### src/dsp_pkg.sv
// package: constants and types for the dual-slope pwm timer
package dsp_pkg;
   // register offsets (word index on the plain register port)
   localparam logic [3:0] ADDR_CTRL   = 4'h0;
   localparam logic [3:0] ADDR_CMP_A  = 4'h1;
   localparam logic [3:0] ADDR_CMP_B  = 4'h2;
   localparam logic [3:0] ADDR_CAP    = 4'h3;
   localparam logic [3:0] ADDR_CNT    = 4'h4;
   localparam logic [3:0] ADDR_STATUS = 4'h5;
   localparam logic [3:0] ADDR_MASK   = 4'h6;
   localparam logic [3:0] ADDR_PRESC  = 4'h7;

   // control register field positions
   localparam int CTRL_WGM_LSB   = 0;
   localparam int CTRL_COMA_LSB  = 4;
   localparam int CTRL_COMB_LSB  = 6;
   localparam int CTRL_DIRA_BIT  = 8;
   localparam int CTRL_DIRB_BIT  = 9;

   // status bit positions and status width
   localparam int ST_OVF = 0;
   localparam int ST_CMA = 1;
   localparam int ST_CMB = 2;
   localparam int ST_CAP = 3;
   localparam int ST_W   = 4;

   // waveform mode encodings
   localparam logic [3:0] WGM_PC8   = 4'h1;
   localparam logic [3:0] WGM_PC9   = 4'h2;
   localparam logic [3:0] WGM_PC10  = 4'h3;
   localparam logic [3:0] WGM_PFC_C = 4'h8;
   localparam logic [3:0] WGM_PFC_A = 4'h9;
   localparam logic [3:0] WGM_PC_C  = 4'ha;
   localparam logic [3:0] WGM_PC_A  = 4'hb;

   // fixed top values and the bottom value
   localparam logic [15:0] TOP_8  = 16'h00ff;
   localparam logic [15:0] TOP_9  = 16'h01ff;
   localparam logic [15:0] TOP_10 = 16'h03ff;
   localparam logic [15:0] BOTTOM = 16'h0000;

   // output mode encodings
   localparam logic [1:0] COM_NONINV = 2'h2;
   localparam logic [1:0] COM_INV    = 2'h3;

   localparam logic [15:0] RESET_VAL = 16'h0000;

   typedef enum logic [0:0] {
      DIR_UP   = 1'b0,
      DIR_DOWN = 1'b1
   } dsp_dir_e;

   typedef struct packed {
      logic [3:0]  addr;
      logic [15:0] wdata;
      logic        wr;
      logic        rd;
   } dsp_req_s;

   typedef struct packed {
      logic [1:0] value;
      logic [1:0] enable;
   } dsp_pins_s;
endpackage

### src/dsp_timer.sv
// dual-slope 16-bit pwm timer with register port and interrupt
// ---------------------------------------------------------------
// ---------------------------------------------------------------
`timescale 1ns/1ps
`default_nettype none
module dsp_timer (
   input  wire logic            clock,
   input  wire logic            rst,
   input  wire dsp_pkg::dsp_req_s req,
   output logic [15:0]          rdata,
   output var dsp_pkg::dsp_pins_s pins,
   output logic                 irq
);
   // ------------------------------------------------------------
   // registers
   // ------------------------------------------------------------
   logic [9:0]          ctrl_reg;
   logic [15:0]         buf_a_reg;
   logic [15:0]         buf_b_reg;
   logic [15:0]         cmp_a_reg;
   logic [15:0]         cmp_b_reg;
   logic [15:0]         cap_reg;
   logic [15:0]         cnt_reg;
   logic [15:0]         presc_reg;
   logic [15:0]         div_reg;
   logic [3:0]          status_reg;
   logic [3:0]          mask_reg;
   logic [1:0]          oc_reg;
   dsp_pkg::dsp_dir_e   dir_reg;

   logic [3:0]          wgm;
   logic [1:0]          com_a;
   logic [1:0]          com_b;
   logic                tick;
   logic                pc_mode;
   logic                pfc_mode;
   logic                active;
   logic [15:0]         top;
   logic                at_top;
   logic                at_bottom;
   logic                top_is_a;
   logic                load_at_top;
   logic                load_at_bottom;
   logic [15:0]         fix_mask;
   logic [3:0]          ev;
   logic [1:0]          match;
   logic                oc_down;

   assign wgm   = ctrl_reg[dsp_pkg::CTRL_WGM_LSB +: 4];
   assign com_a = ctrl_reg[dsp_pkg::CTRL_COMA_LSB +: 2];
   assign com_b = ctrl_reg[dsp_pkg::CTRL_COMB_LSB +: 2];

   // ------------------------------------------------------------
   // mode decode
   // ------------------------------------------------------------
   // phase correct mode set
   assign pc_mode  = (wgm == dsp_pkg::WGM_PC8) || (wgm == dsp_pkg::WGM_PC9) ||
                     (wgm == dsp_pkg::WGM_PC10) || (wgm == dsp_pkg::WGM_PC_C) ||
                     (wgm == dsp_pkg::WGM_PC_A);
   assign pfc_mode = (wgm == dsp_pkg::WGM_PFC_C) || (wgm == dsp_pkg::WGM_PFC_A);
   assign active   = pc_mode || pfc_mode;
   assign top_is_a = (wgm == dsp_pkg::WGM_PC_A) || (wgm == dsp_pkg::WGM_PFC_A);

   always_comb begin
      case (wgm)
         dsp_pkg::WGM_PC8:   top = dsp_pkg::TOP_8;
         dsp_pkg::WGM_PC9:   top = dsp_pkg::TOP_9;
         dsp_pkg::WGM_PC10:  top = dsp_pkg::TOP_10;
         dsp_pkg::WGM_PC_C:  top = cap_reg;
         dsp_pkg::WGM_PFC_C: top = cap_reg;
         dsp_pkg::WGM_PC_A:  top = cmp_a_reg;
         dsp_pkg::WGM_PFC_A: top = cmp_a_reg;
         default:            top = dsp_pkg::TOP_8;
      endcase
   end

   always_comb begin
      case (wgm)
         dsp_pkg::WGM_PC8:  fix_mask = dsp_pkg::TOP_8;
         dsp_pkg::WGM_PC9:  fix_mask = dsp_pkg::TOP_9;
         dsp_pkg::WGM_PC10: fix_mask = dsp_pkg::TOP_10;
         default:           fix_mask = 16'hffff;
      endcase
   end

   assign at_top         = (cnt_reg == top);
   assign at_bottom      = (cnt_reg == dsp_pkg::BOTTOM);
   assign load_at_top    = tick && pc_mode && at_top;
   assign load_at_bottom = tick && pfc_mode && at_bottom;

   // ------------------------------------------------------------
   // timer clock enable divider
   // ------------------------------------------------------------
   // presc_reg holds divide-minus-one; zero ticks every clock
   always_ff @(posedge clock) begin
      if (rst || div_reg >= presc_reg) begin
         div_reg <= dsp_pkg::RESET_VAL;
      end else begin
         div_reg <= div_reg + 16'h0001;
      end
   end
   assign tick = active && (div_reg >= presc_reg);

   // ------------------------------------------------------------
   // counter and direction
   // ------------------------------------------------------------
   // counter resets to zero, counting up
   always_ff @(posedge clock) begin
      if (rst) begin
         cnt_reg <= dsp_pkg::RESET_VAL;
         dir_reg <= dsp_pkg::DIR_UP;
      end else if (req.wr && req.addr == dsp_pkg::ADDR_CNT) begin
         cnt_reg <= req.wdata;
      end else if (tick) begin
         // top lasts one tick, then reverse
         if (dir_reg == dsp_pkg::DIR_UP) begin
            if (at_top) begin
               dir_reg <= dsp_pkg::DIR_DOWN;
               cnt_reg <= cnt_reg - 16'h0001;
            end else begin
               cnt_reg <= cnt_reg + 16'h0001;
            end
         end else begin
            if (at_bottom) begin
               dir_reg <= dsp_pkg::DIR_UP;
               cnt_reg <= cnt_reg + 16'h0001;
            end else begin
               cnt_reg <= cnt_reg - 16'h0001;
            end
         end
      end
   end

   // ------------------------------------------------------------
   // compare buffers and active compare values
   // ------------------------------------------------------------
   // writes land in the buffer; the active copy follows it at the update point.
   // outside dual-slope modes the buffer passes straight through.
   always_ff @(posedge clock) begin
      if (rst) begin
         buf_a_reg <= dsp_pkg::RESET_VAL;
         buf_b_reg <= dsp_pkg::RESET_VAL;
         cap_reg   <= dsp_pkg::RESET_VAL;
      end else if (req.wr) begin
         if (req.addr == dsp_pkg::ADDR_CMP_A) begin
            buf_a_reg <= req.wdata & fix_mask;
         end
         if (req.addr == dsp_pkg::ADDR_CMP_B) begin
            buf_b_reg <= req.wdata & fix_mask;
         end
         // capture top is not double buffered
         if (req.addr == dsp_pkg::ADDR_CAP) begin
            cap_reg <= req.wdata;
         end
      end
   end

   always_ff @(posedge clock) begin
      if (rst) begin
         cmp_a_reg <= dsp_pkg::RESET_VAL;
         cmp_b_reg <= dsp_pkg::RESET_VAL;
      end else if (!active || load_at_top || load_at_bottom) begin
         cmp_a_reg <= buf_a_reg;
         cmp_b_reg <= buf_b_reg;
      end
   end

   // ------------------------------------------------------------
   // compare outputs
   // ------------------------------------------------------------
   // equality match per channel
   assign match[0] = tick && (cnt_reg == cmp_a_reg);
   assign match[1] = tick && (cnt_reg == cmp_b_reg);

   function automatic logic next_oc(input logic [1:0] com, input logic m,
                                    input logic down, input logic cur);
      logic inv;
      inv = (com == dsp_pkg::COM_INV);
      if (m && (com == dsp_pkg::COM_NONINV || inv)) begin
         // up clears, down sets, inverted flips
         next_oc = down ^ inv;
      end else begin
         next_oc = cur;
      end
   endfunction

   // bottom match on turn keeps level low; top match sets high
   // the bottom tick arrives with the direction still down, so it is forced to count as up
   assign oc_down = (dir_reg == dsp_pkg::DIR_DOWN && !at_bottom) || at_top;

   always_ff @(posedge clock) begin
      if (rst) begin
         oc_reg <= 2'h0;
      end else begin
         oc_reg[0] <= next_oc(com_a, match[0], oc_down, oc_reg[0]);
         oc_reg[1] <= next_oc(com_b, match[1], oc_down, oc_reg[1]);
      end
   end

   // drive pin only with direction set
   always_comb begin
      pins.value     = oc_reg;
      pins.enable[0] = ctrl_reg[dsp_pkg::CTRL_DIRA_BIT] && com_a[1];
      pins.enable[1] = ctrl_reg[dsp_pkg::CTRL_DIRB_BIT] && com_b[1];
   end

   // ------------------------------------------------------------
   // flags and interrupt
   // ------------------------------------------------------------
   always_comb begin
      ev = 4'h0;
      ev[dsp_pkg::ST_OVF] = tick && at_bottom && (pc_mode || pfc_mode);
      ev[dsp_pkg::ST_CMA] = match[0] || (tick && at_top && top_is_a);
      ev[dsp_pkg::ST_CMB] = match[1];
      ev[dsp_pkg::ST_CAP] = tick && at_top && !top_is_a &&
                            (wgm == dsp_pkg::WGM_PC_C || wgm == dsp_pkg::WGM_PFC_C);
   end

   // a new event wins over a write-one clear in the same cycle
   always_ff @(posedge clock) begin
      if (rst) begin
         status_reg <= 4'h0;
      end else if (req.wr && req.addr == dsp_pkg::ADDR_STATUS) begin
         status_reg <= (status_reg & ~req.wdata[dsp_pkg::ST_W-1:0]) | ev;
      end else begin
         status_reg <= status_reg | ev;
      end
   end

   always_ff @(posedge clock) begin
      if (rst) begin
         ctrl_reg  <= 10'h000;
         mask_reg  <= 4'h0;
         presc_reg <= dsp_pkg::RESET_VAL;
      end else if (req.wr) begin
         if (req.addr == dsp_pkg::ADDR_CTRL) begin
            ctrl_reg <= req.wdata[9:0];
         end
         if (req.addr == dsp_pkg::ADDR_MASK) begin
            mask_reg <= req.wdata[dsp_pkg::ST_W-1:0];
         end
         if (req.addr == dsp_pkg::ADDR_PRESC) begin
            presc_reg <= req.wdata;
         end
      end
   end

   assign irq = |(status_reg & mask_reg);

   // ------------------------------------------------------------
   // read port
   // ------------------------------------------------------------
   always_ff @(posedge clock) begin
      if (rst) begin
         rdata <= dsp_pkg::RESET_VAL;
      end else if (req.rd) begin
         case (req.addr)
            dsp_pkg::ADDR_CTRL:   rdata <= {6'h00, ctrl_reg};
            dsp_pkg::ADDR_CMP_A:  rdata <= buf_a_reg;
            dsp_pkg::ADDR_CMP_B:  rdata <= buf_b_reg;
            dsp_pkg::ADDR_CAP:    rdata <= cap_reg;
            dsp_pkg::ADDR_CNT:    rdata <= cnt_reg;
            dsp_pkg::ADDR_STATUS: rdata <= {12'h000, status_reg};
            dsp_pkg::ADDR_MASK:   rdata <= {12'h000, mask_reg};
            dsp_pkg::ADDR_PRESC:  rdata <= presc_reg;
            default:              rdata <= dsp_pkg::RESET_VAL;
         endcase
      end else begin
         rdata <= dsp_pkg::RESET_VAL;
      end
   end
endmodule
`default_nettype wire

### config.mk
export PLATFORM = sky130hd
export DESIGN_NAME = dsp_timer
export DESIGN_NICKNAME = d
export VERILOG_FILES = /design/src/dsp_pkg.sv /design/src/dsp_timer.sv
export SDC_FILE = /design/constraint.sdc
export NUM_CORES = 1
export LEC_CHECK = 0
export BUFFER_PORTS_ARGS = -buffer_cell sky130_fd_sc_hd__clkbuf_2
export CORE_ASPECT_RATIO = 0.6
export CORE_MARGIN = 2
export CORE_UTILIZATION = 45
export DETAILED_ROUTE_END_ITERATION = 10
export PLACE_DENSITY = 0.64
export REMOVE_ABC_BUFFERS = 1
export SETUP_SLACK_MARGIN = 0.15
export SLEW_MARGIN = 25
export SYNTH_ARGS = -nofsm -noshare
export SYNTH_HDL_FRONTEND = slang
export SYNTH_SLANG_ARGS = --single-unit
### constraint.sdc
create_clock -name clock -period 3.36 [get_ports clock]
set_clock_uncertainty 0.1 [all_clocks]
set_input_delay 0.504 -clock clock [delete_from_list [all_inputs] [get_ports clock]]
set_output_delay 0.504 -clock clock [all_outputs]
set_load 0.01 [all_outputs]
==> results of run 1 <==
-- power groups by stage --
| stage | logic, µW | clock network, µW | registers, µW |
|---|---|---|---|
| 2_1_floorplan | 150 | 0 | 2040 |
| 3_3_place_gp | 323 | 0 | 2050 |
| 3_5_place_dp | 325 | 0 | 2050 |
| 4_1_cts | 327 | 2020 | 2000 |
| 5_1_grt | 361 | 2120 | 2010 |
| 6_report | 342 | 2010 | 2000 |
-- critical path, delay by kind of cell (launching register included) --
family	cells	cell delay (ps)
AOI/OAI and AO/OA	1	110
DFF	1	370
muxes	2	620
buffers and inverters	2	340
and+or+nand+nor	6	1420
-- worst min-delay path by stage --
stage                              from             to  slack [ps]  cells past startpoint
after global placement       div_reg[0]     div_reg[0]         360                      1
after CTS                       req[15]  presc_reg[13]         260                      3
final                           req[15]  presc_reg[13]         270                      3
after floorplan              div_reg[0]     div_reg[0]         340                      1
after global routing             req[9]   buf_a_reg[7]         290                      3
after detailed placement  buf_a_reg[15]  buf_a_reg[15]         370                      2
-- cells by family after synthesis --
kind of cell             Yosys count  share of synthesized area (%)
AND/OR/NAND/NOR                  453                           24.5
AO/OA/AOI/OAI                    214                           15.7
flip-flops                       165                           37.4
buffers and inverters            112                           5.58
multiplexers                      64                           7.89
XOR/XNOR                          61                           6.05
adder cells (fa/ha/maj)           20                           2.83
-- synthesized netlist by cell type (14+ instances only) --
library cell	count	area share (%)
nand4_1	17	1.2
nor2_1	96	4.1
ha_1	20	2.8
clkbuf_1	63	2.7
nand2_1	186	7.9
nor3_1	21	1.2
a21oi_1	104	5.9
dfxtp_1	165	37
o21ai_0	14	0.79
nand3_1	39	2.2
inv_1	28	1.2
xnor2_1	48	4.8
a22oi_1	32	2.7
mux2i_1	54	6.1
-- repair_timing --
item	CTS	global route
buffers inserted	0	9
endpoints found under the setup margin	0	7
hold buffers	0	0
resized for setup	0	6
-- layout make-up --
cell class              count  share of cell area (%)
clock inverters            15                    1.68
clock buffers              17                    4.22
well taps                 266                    3.30
repair buffers             98                    6.60
inverters                  28                    1.04
flip-flops and latches    165                    32.8
multi-input cells         812                    50.4
-- metrics by stage --
stage                     hold slack [ps]  power, µW  setup slack (ps)  area, µm²
final                                 273       4350               290      10100
after global routing                  290       4480               101      10100
after CTS                             265       4350               238       9990
after detailed placement              368       2370               271       9390
after global placement                360       2370               328       9390
after floorplan                       337       2190             -1330       8440
-- per-layer routing --
metal  GRT usage, %  part of all wire (%)
met4           8.20                   2.1
met3           8.27                    12
met1           44.8                    47
met2           37.9                    38
met5              0                     0
==> impl_metrics.env, run 1 <==
export IMPL_status="finished clean"
export IMPL_fmax_mhz=326
export IMPL_io_buffers=44
export IMPL_drtIter0Drc=965
export IMPL_cellPowerDensity_nw_per_um2=432
export IMPL_p_clk_share_pct=46.1
export IMPL_clk_latency_ps=440
export IMPL_grt_pass1_wl_um=45100
export IMPL_rows=39
export IMPL_critPathArrivalTime_ps=3320
export IMPL_htreeDepth=4
export IMPL_grt_pass1_vias=7483
export IMPL_fp_dieW_um=185
export IMPL_cap_violations=0
export IMPL_clk_path_buf_depth=2
export IMPL_ys_warn_count=0
export IMPL_power_switching_uw=1160
export IMPL_hold_path_class="primary input to flip-flop"
export IMPL_syn_cell_area_um2=8830
export IMPL_register_area_um2=3300
export IMPL_fillers=1840
export IMPL_ys_types=72
export IMPL_reg2reg_to="cnt_reg[4]"
export IMPL_ys_async_sr_fraction_pct=0
export IMPL_crit_slowest_cell="or4_1"
export IMPL_grt_max_degree=57
export IMPL_worstPathCellList="buf_12 -> mux2_2 -> nor3_2 -> nor2_1 -> or4_1 -> nor4_4 -> buf_4 -> or2_4 -> mux2i_2 -> a211oi_1 -> nor4_2"
export IMPL_ant_nets=0
export IMPL_grt_overflow=0
export IMPL_clk_pin_slew_ps=70
export IMPL_p_leak_uw=0.00373
export IMPL_cp_startpoint="ctrl_reg[0]"
export IMPL_drt_vias_per_instance=5.96
export IMPL_drt_wirelength_per_cell_um=21.2
export IMPL_numCtsBuffers=17
export IMPL_syn_area_per_cell_um2=8.11
export IMPL_timing_rr_start="ctrl_reg[0]"
export IMPL_cts_sinks=165
export IMPL_cp_start_kind="flip-flop"
export IMPL_drv_slew=0
export IMPL_r2r_cells=11
export IMPL_tns_ps=0
export IMPL_drc=0
export IMPL_cpPeakStageDelay_ps=550
export IMPL_root_buffer="clkbuf_16"
export IMPL_place_gp_congestion=0.972
export IMPL_dieArea_um2=20800
export IMPL_ys_ff_latch=165
export IMPL_final_cell_mix="nand2_1 (186), dfxtp_1 (165), a21oi_1 (104)"
export IMPL_die_h_um=112
export IMPL_p_int_uw=3200
export IMPL_diodes=0
export IMPL_area_growth_pct=14.2
export IMPL_combPwrFrac_pct=7.9
export IMPL_start_util_pct=46.2
export IMPL_maxSlewHeadroom_pct=37.7
export IMPL_multiInputGateArea_um2=5080
export IMPL_synthCells=1089
export IMPL_dp_hpwl_um=21400
export IMPL_antenna_found_initial=0
export IMPL_p_sw_share_pct=26.5
export IMPL_boundaryPins=45
export IMPL_ff2ff_setup_slack_ps=290
export IMPL_hold_violations=0
export IMPL_cp_endpoint="cnt_reg[4]"
export IMPL_globalRouteTotalUtil_pct=28.9
export IMPL_placedCellCount=1360
export IMPL_critPathCaptureType="flip-flop"
export IMPL_core_area_um2=19100
export IMPL_routed_via_count=8355
export IMPL_fin_crit_sh_pct=91.4
export IMPL_setup_viol=0
export IMPL_period_needed_ps=3070
export IMPL_routed_wl_um=29700
export IMPL_critPathKind="flip-flop to flip-flop"
export IMPL_crit_required_ps=3610
export IMPL_cts_tree="done"
export IMPL_rsz0062_at_grt="yes"
export IMPL_nNetsFinal=1166
export IMPL_final_layout_size_suffix_gt1_share_pct=14.7
export IMPL_worst_slew_pin_slew_ps=932
export IMPL_synth_edff_count=0
export IMPL_vdd_drop_max_mv=0.406
export IMPL_ys_flop_type="dfxtp_1"
export IMPL_final_core_util_pct=52.7
export IMPL_finalNonFillerCells=1401
export IMPL_cp_max_fo=14
export IMPL_layout_commonest_cell="nand2_1"
export IMPL_first_pass_iters=8
export IMPL_seq_area_frac_synth_pct=37.4
export IMPL_seq_power_share_pct=46.0
No activity file was read; power rests on OpenSTA's default activity.
==> inputs of run 2 (changes only) <==
--- a/config.mk
+++ b/config.mk
@@ -10,7 +10,6 @@
 export CORE_MARGIN = 2
 export CORE_UTILIZATION = 45
 export DETAILED_ROUTE_END_ITERATION = 10
-export PLACE_DENSITY = 0.64
 export REMOVE_ABC_BUFFERS = 1
 export SETUP_SLACK_MARGIN = 0.15
 export SLEW_MARGIN = 25
==> constraint.sdc (replaced) <==
create_clock -name clock -period 3.36 [get_ports clock]
set_clock_uncertainty 0.1 [all_clocks]
set_input_delay 0.504 -clock clock [delete_from_list [all_inputs] [get_ports clock]]
set_output_delay 0.504 -clock clock [all_outputs]
set_load 0.05 [all_outputs]
==> impl_metrics.env, run 2 (synthesis results as in run 1) <==
export IMPL_boundaryPins=45
export IMPL_grt_max_degree=45
export IMPL_clk_latency_ps=440
export IMPL_min_from="req[12]"
export IMPL_drc=0
export IMPL_start_util_pct=46.2
export IMPL_dp_slack_ps=248
export IMPL_dieArea_um2=20800
export IMPL_drt_vias_per_instance=5.92
export IMPL_vdd_drop_max_mv=0.385
export IMPL_fin_crit_sh_pct=91.6
export IMPL_cp_start_kind="flip-flop"
export IMPL_total_power_uw=4450
export IMPL_clk_pin_slew_ps=70
export IMPL_period_needed_ps=3080
export IMPL_maxSlewHeadroom_pct=36.3
export IMPL_crit_required_ps=3600
export IMPL_rows=39
export IMPL_worst_slew_pin_slew_ps=954
export IMPL_numCtsBuffers=17
export IMPL_hold_path_class="primary input to flip-flop"
export IMPL_clk_path_buf_depth=2
export IMPL_status="finished clean"
export IMPL_setup_viol=0
export IMPL_holdPathStages=3
export IMPL_cp_common_cell="buf_4"
export IMPL_diodes=0
export IMPL_p_leak_uw=0.00373
export IMPL_grt_pass1_vias=7465
export IMPL_cts_sinks=165
export IMPL_crit_slowest_cell="or4_1"
export IMPL_layout_commonest_cell="nand2_1"
export IMPL_critPathKind="flip-flop to flip-flop"
export IMPL_grt_pass1_wl_um=46000
export IMPL_fillers=1875
export IMPL_r2r_cells=12
export IMPL_cts_tree="done"
export IMPL_hold_violations=0
export IMPL_rsz0062_at_grt="yes"
export IMPL_cap_violations=0
export IMPL_worstPathCellList="buf_4 -> mux2i_1 -> nor2_1 -> xor2_1 -> or4_1 -> nor4_4 -> buf_4 -> buf_4 -> o21bai_1 -> o21ai_0 -> xnor2_1 -> a211oi_1"
export IMPL_drt_wirelength_per_cell_um=21.4
export IMPL_routed_wl_um=29900
export IMPL_grt_overflow=0
export IMPL_place_gp_congestion=0.985
export IMPL_ant_nets=0
export IMPL_cpPeakStageDelay_ps=540
export IMPL_core_area_um2=19100
export IMPL_root_buffer="clkbuf_16"
export IMPL_ff2ff_setup_slack_ps=280
export IMPL_cp_max_fo=10
export IMPL_reg2reg_to="cnt_reg[2]"
export IMPL_globalRouteTotalUtil_pct=29.6
export IMPL_critPathCaptureType="flip-flop"
export IMPL_design_area_um2=10000
export IMPL_fp_dieW_um=185
export IMPL_io_buffers=44
export IMPL_place_area_um2=9400
export IMPL_antenna_found_initial=0
export IMPL_htreeDepth=4
export IMPL_drv_slew=0
export IMPL_area_growth_pct=13.8
export IMPL_dp_hpwl_um=21600
export IMPL_min_to="cap_reg[10]"
export IMPL_final_cell_mix="nand2_1 (186), dfxtp_1 (165), a21oi_1 (104)"
export IMPL_routed_via_count=8270
export IMPL_cellPowerDensity_nw_per_um2=443
export IMPL_first_pass_iters=6
export IMPL_die_h_um=112
export IMPL_final_layout_size_suffix_gt1_share_pct=14.2
export IMPL_drtIter0Drc=1111
export IMPL_fmax_mhz=325
export IMPL_layout_setup_ws_ps=281
export IMPL_critPathArrivalTime_ps=3320
export IMPL_timing_rr_start="ctrl_reg[0]"
export IMPL_nNetsFinal=1162
## run 2: worst max-delay path: cells and delay by family (launching register included)
family,cells,cell delay (ps)
simple gates,3,960
buf+inv,3,530
xor+xnor,2,280
mux,1,210
flops,1,410
compound gates,3,480
## run 2: per-stage QoR
step                      TNS [ps]  utilization [%]  hold slack, ps  cells
after floorplan             -44110                -             337   1005
after global placement           0             49.2             362   1363
after detailed placement         0             49.2             366   1363
after CTS                        0             52.4             263   1395
after global routing             0             52.5             279   1397
final                            0             52.5             283   1397
## run 2: metal layers
metal / wire [µm] / global-route usage, % / up-vias
met5: 0 / 0 / -
met4: 396 / 6.88 / 0
met3: 3470 / 8.63 / 29
met2: 11500 / 39.0 / 444
met1: 14600 / 46.2 / 3931
li1: - / - / 3866
## run 2: worst max path at each step
stage	start	endpoint	slack [ps]	cells after the start
floorplan	ctrl_reg[0]	cmp_a_reg[0]	-1330	7
global placement	presc_reg[10]	cnt_reg[7]	290	12
detailed placement	ctrl_reg[0]	cnt_reg[4]	250	10
CTS	ctrl_reg[0]	cnt_reg[4]	220	10
global route	ctrl_reg[0]	cnt_reg[7]	110	10
finish	ctrl_reg[0]	cnt_reg[2]	280	12
## run 2: report_power, final
part           leakage, µW  switching, µW  internal (µW)  total, µW
logic              0.00209            228            109        336
clock network     0.000307            850           1260       2110
registers          0.00133           26.8           1980       2000
## run 2: repair_timing
action | 4_1_cts | 5_1_grt
setup endpoints to repair | 0 | 43
hold buffers | 0 | 0
resized for setup | 0 | 5
setup buffers | 0 | 2
## run 2: final cells by class
cell class	instances	area, µm²	area share, %
inverter	28	105	1.05
sequential	165	3300	32.9
timing repair buffer	94	611	6.08
multi-input combinational	812	5080	50.5
clock buffer	19	443	4.41
tap	266	333	3.31
clock inverter	13	179	1.78
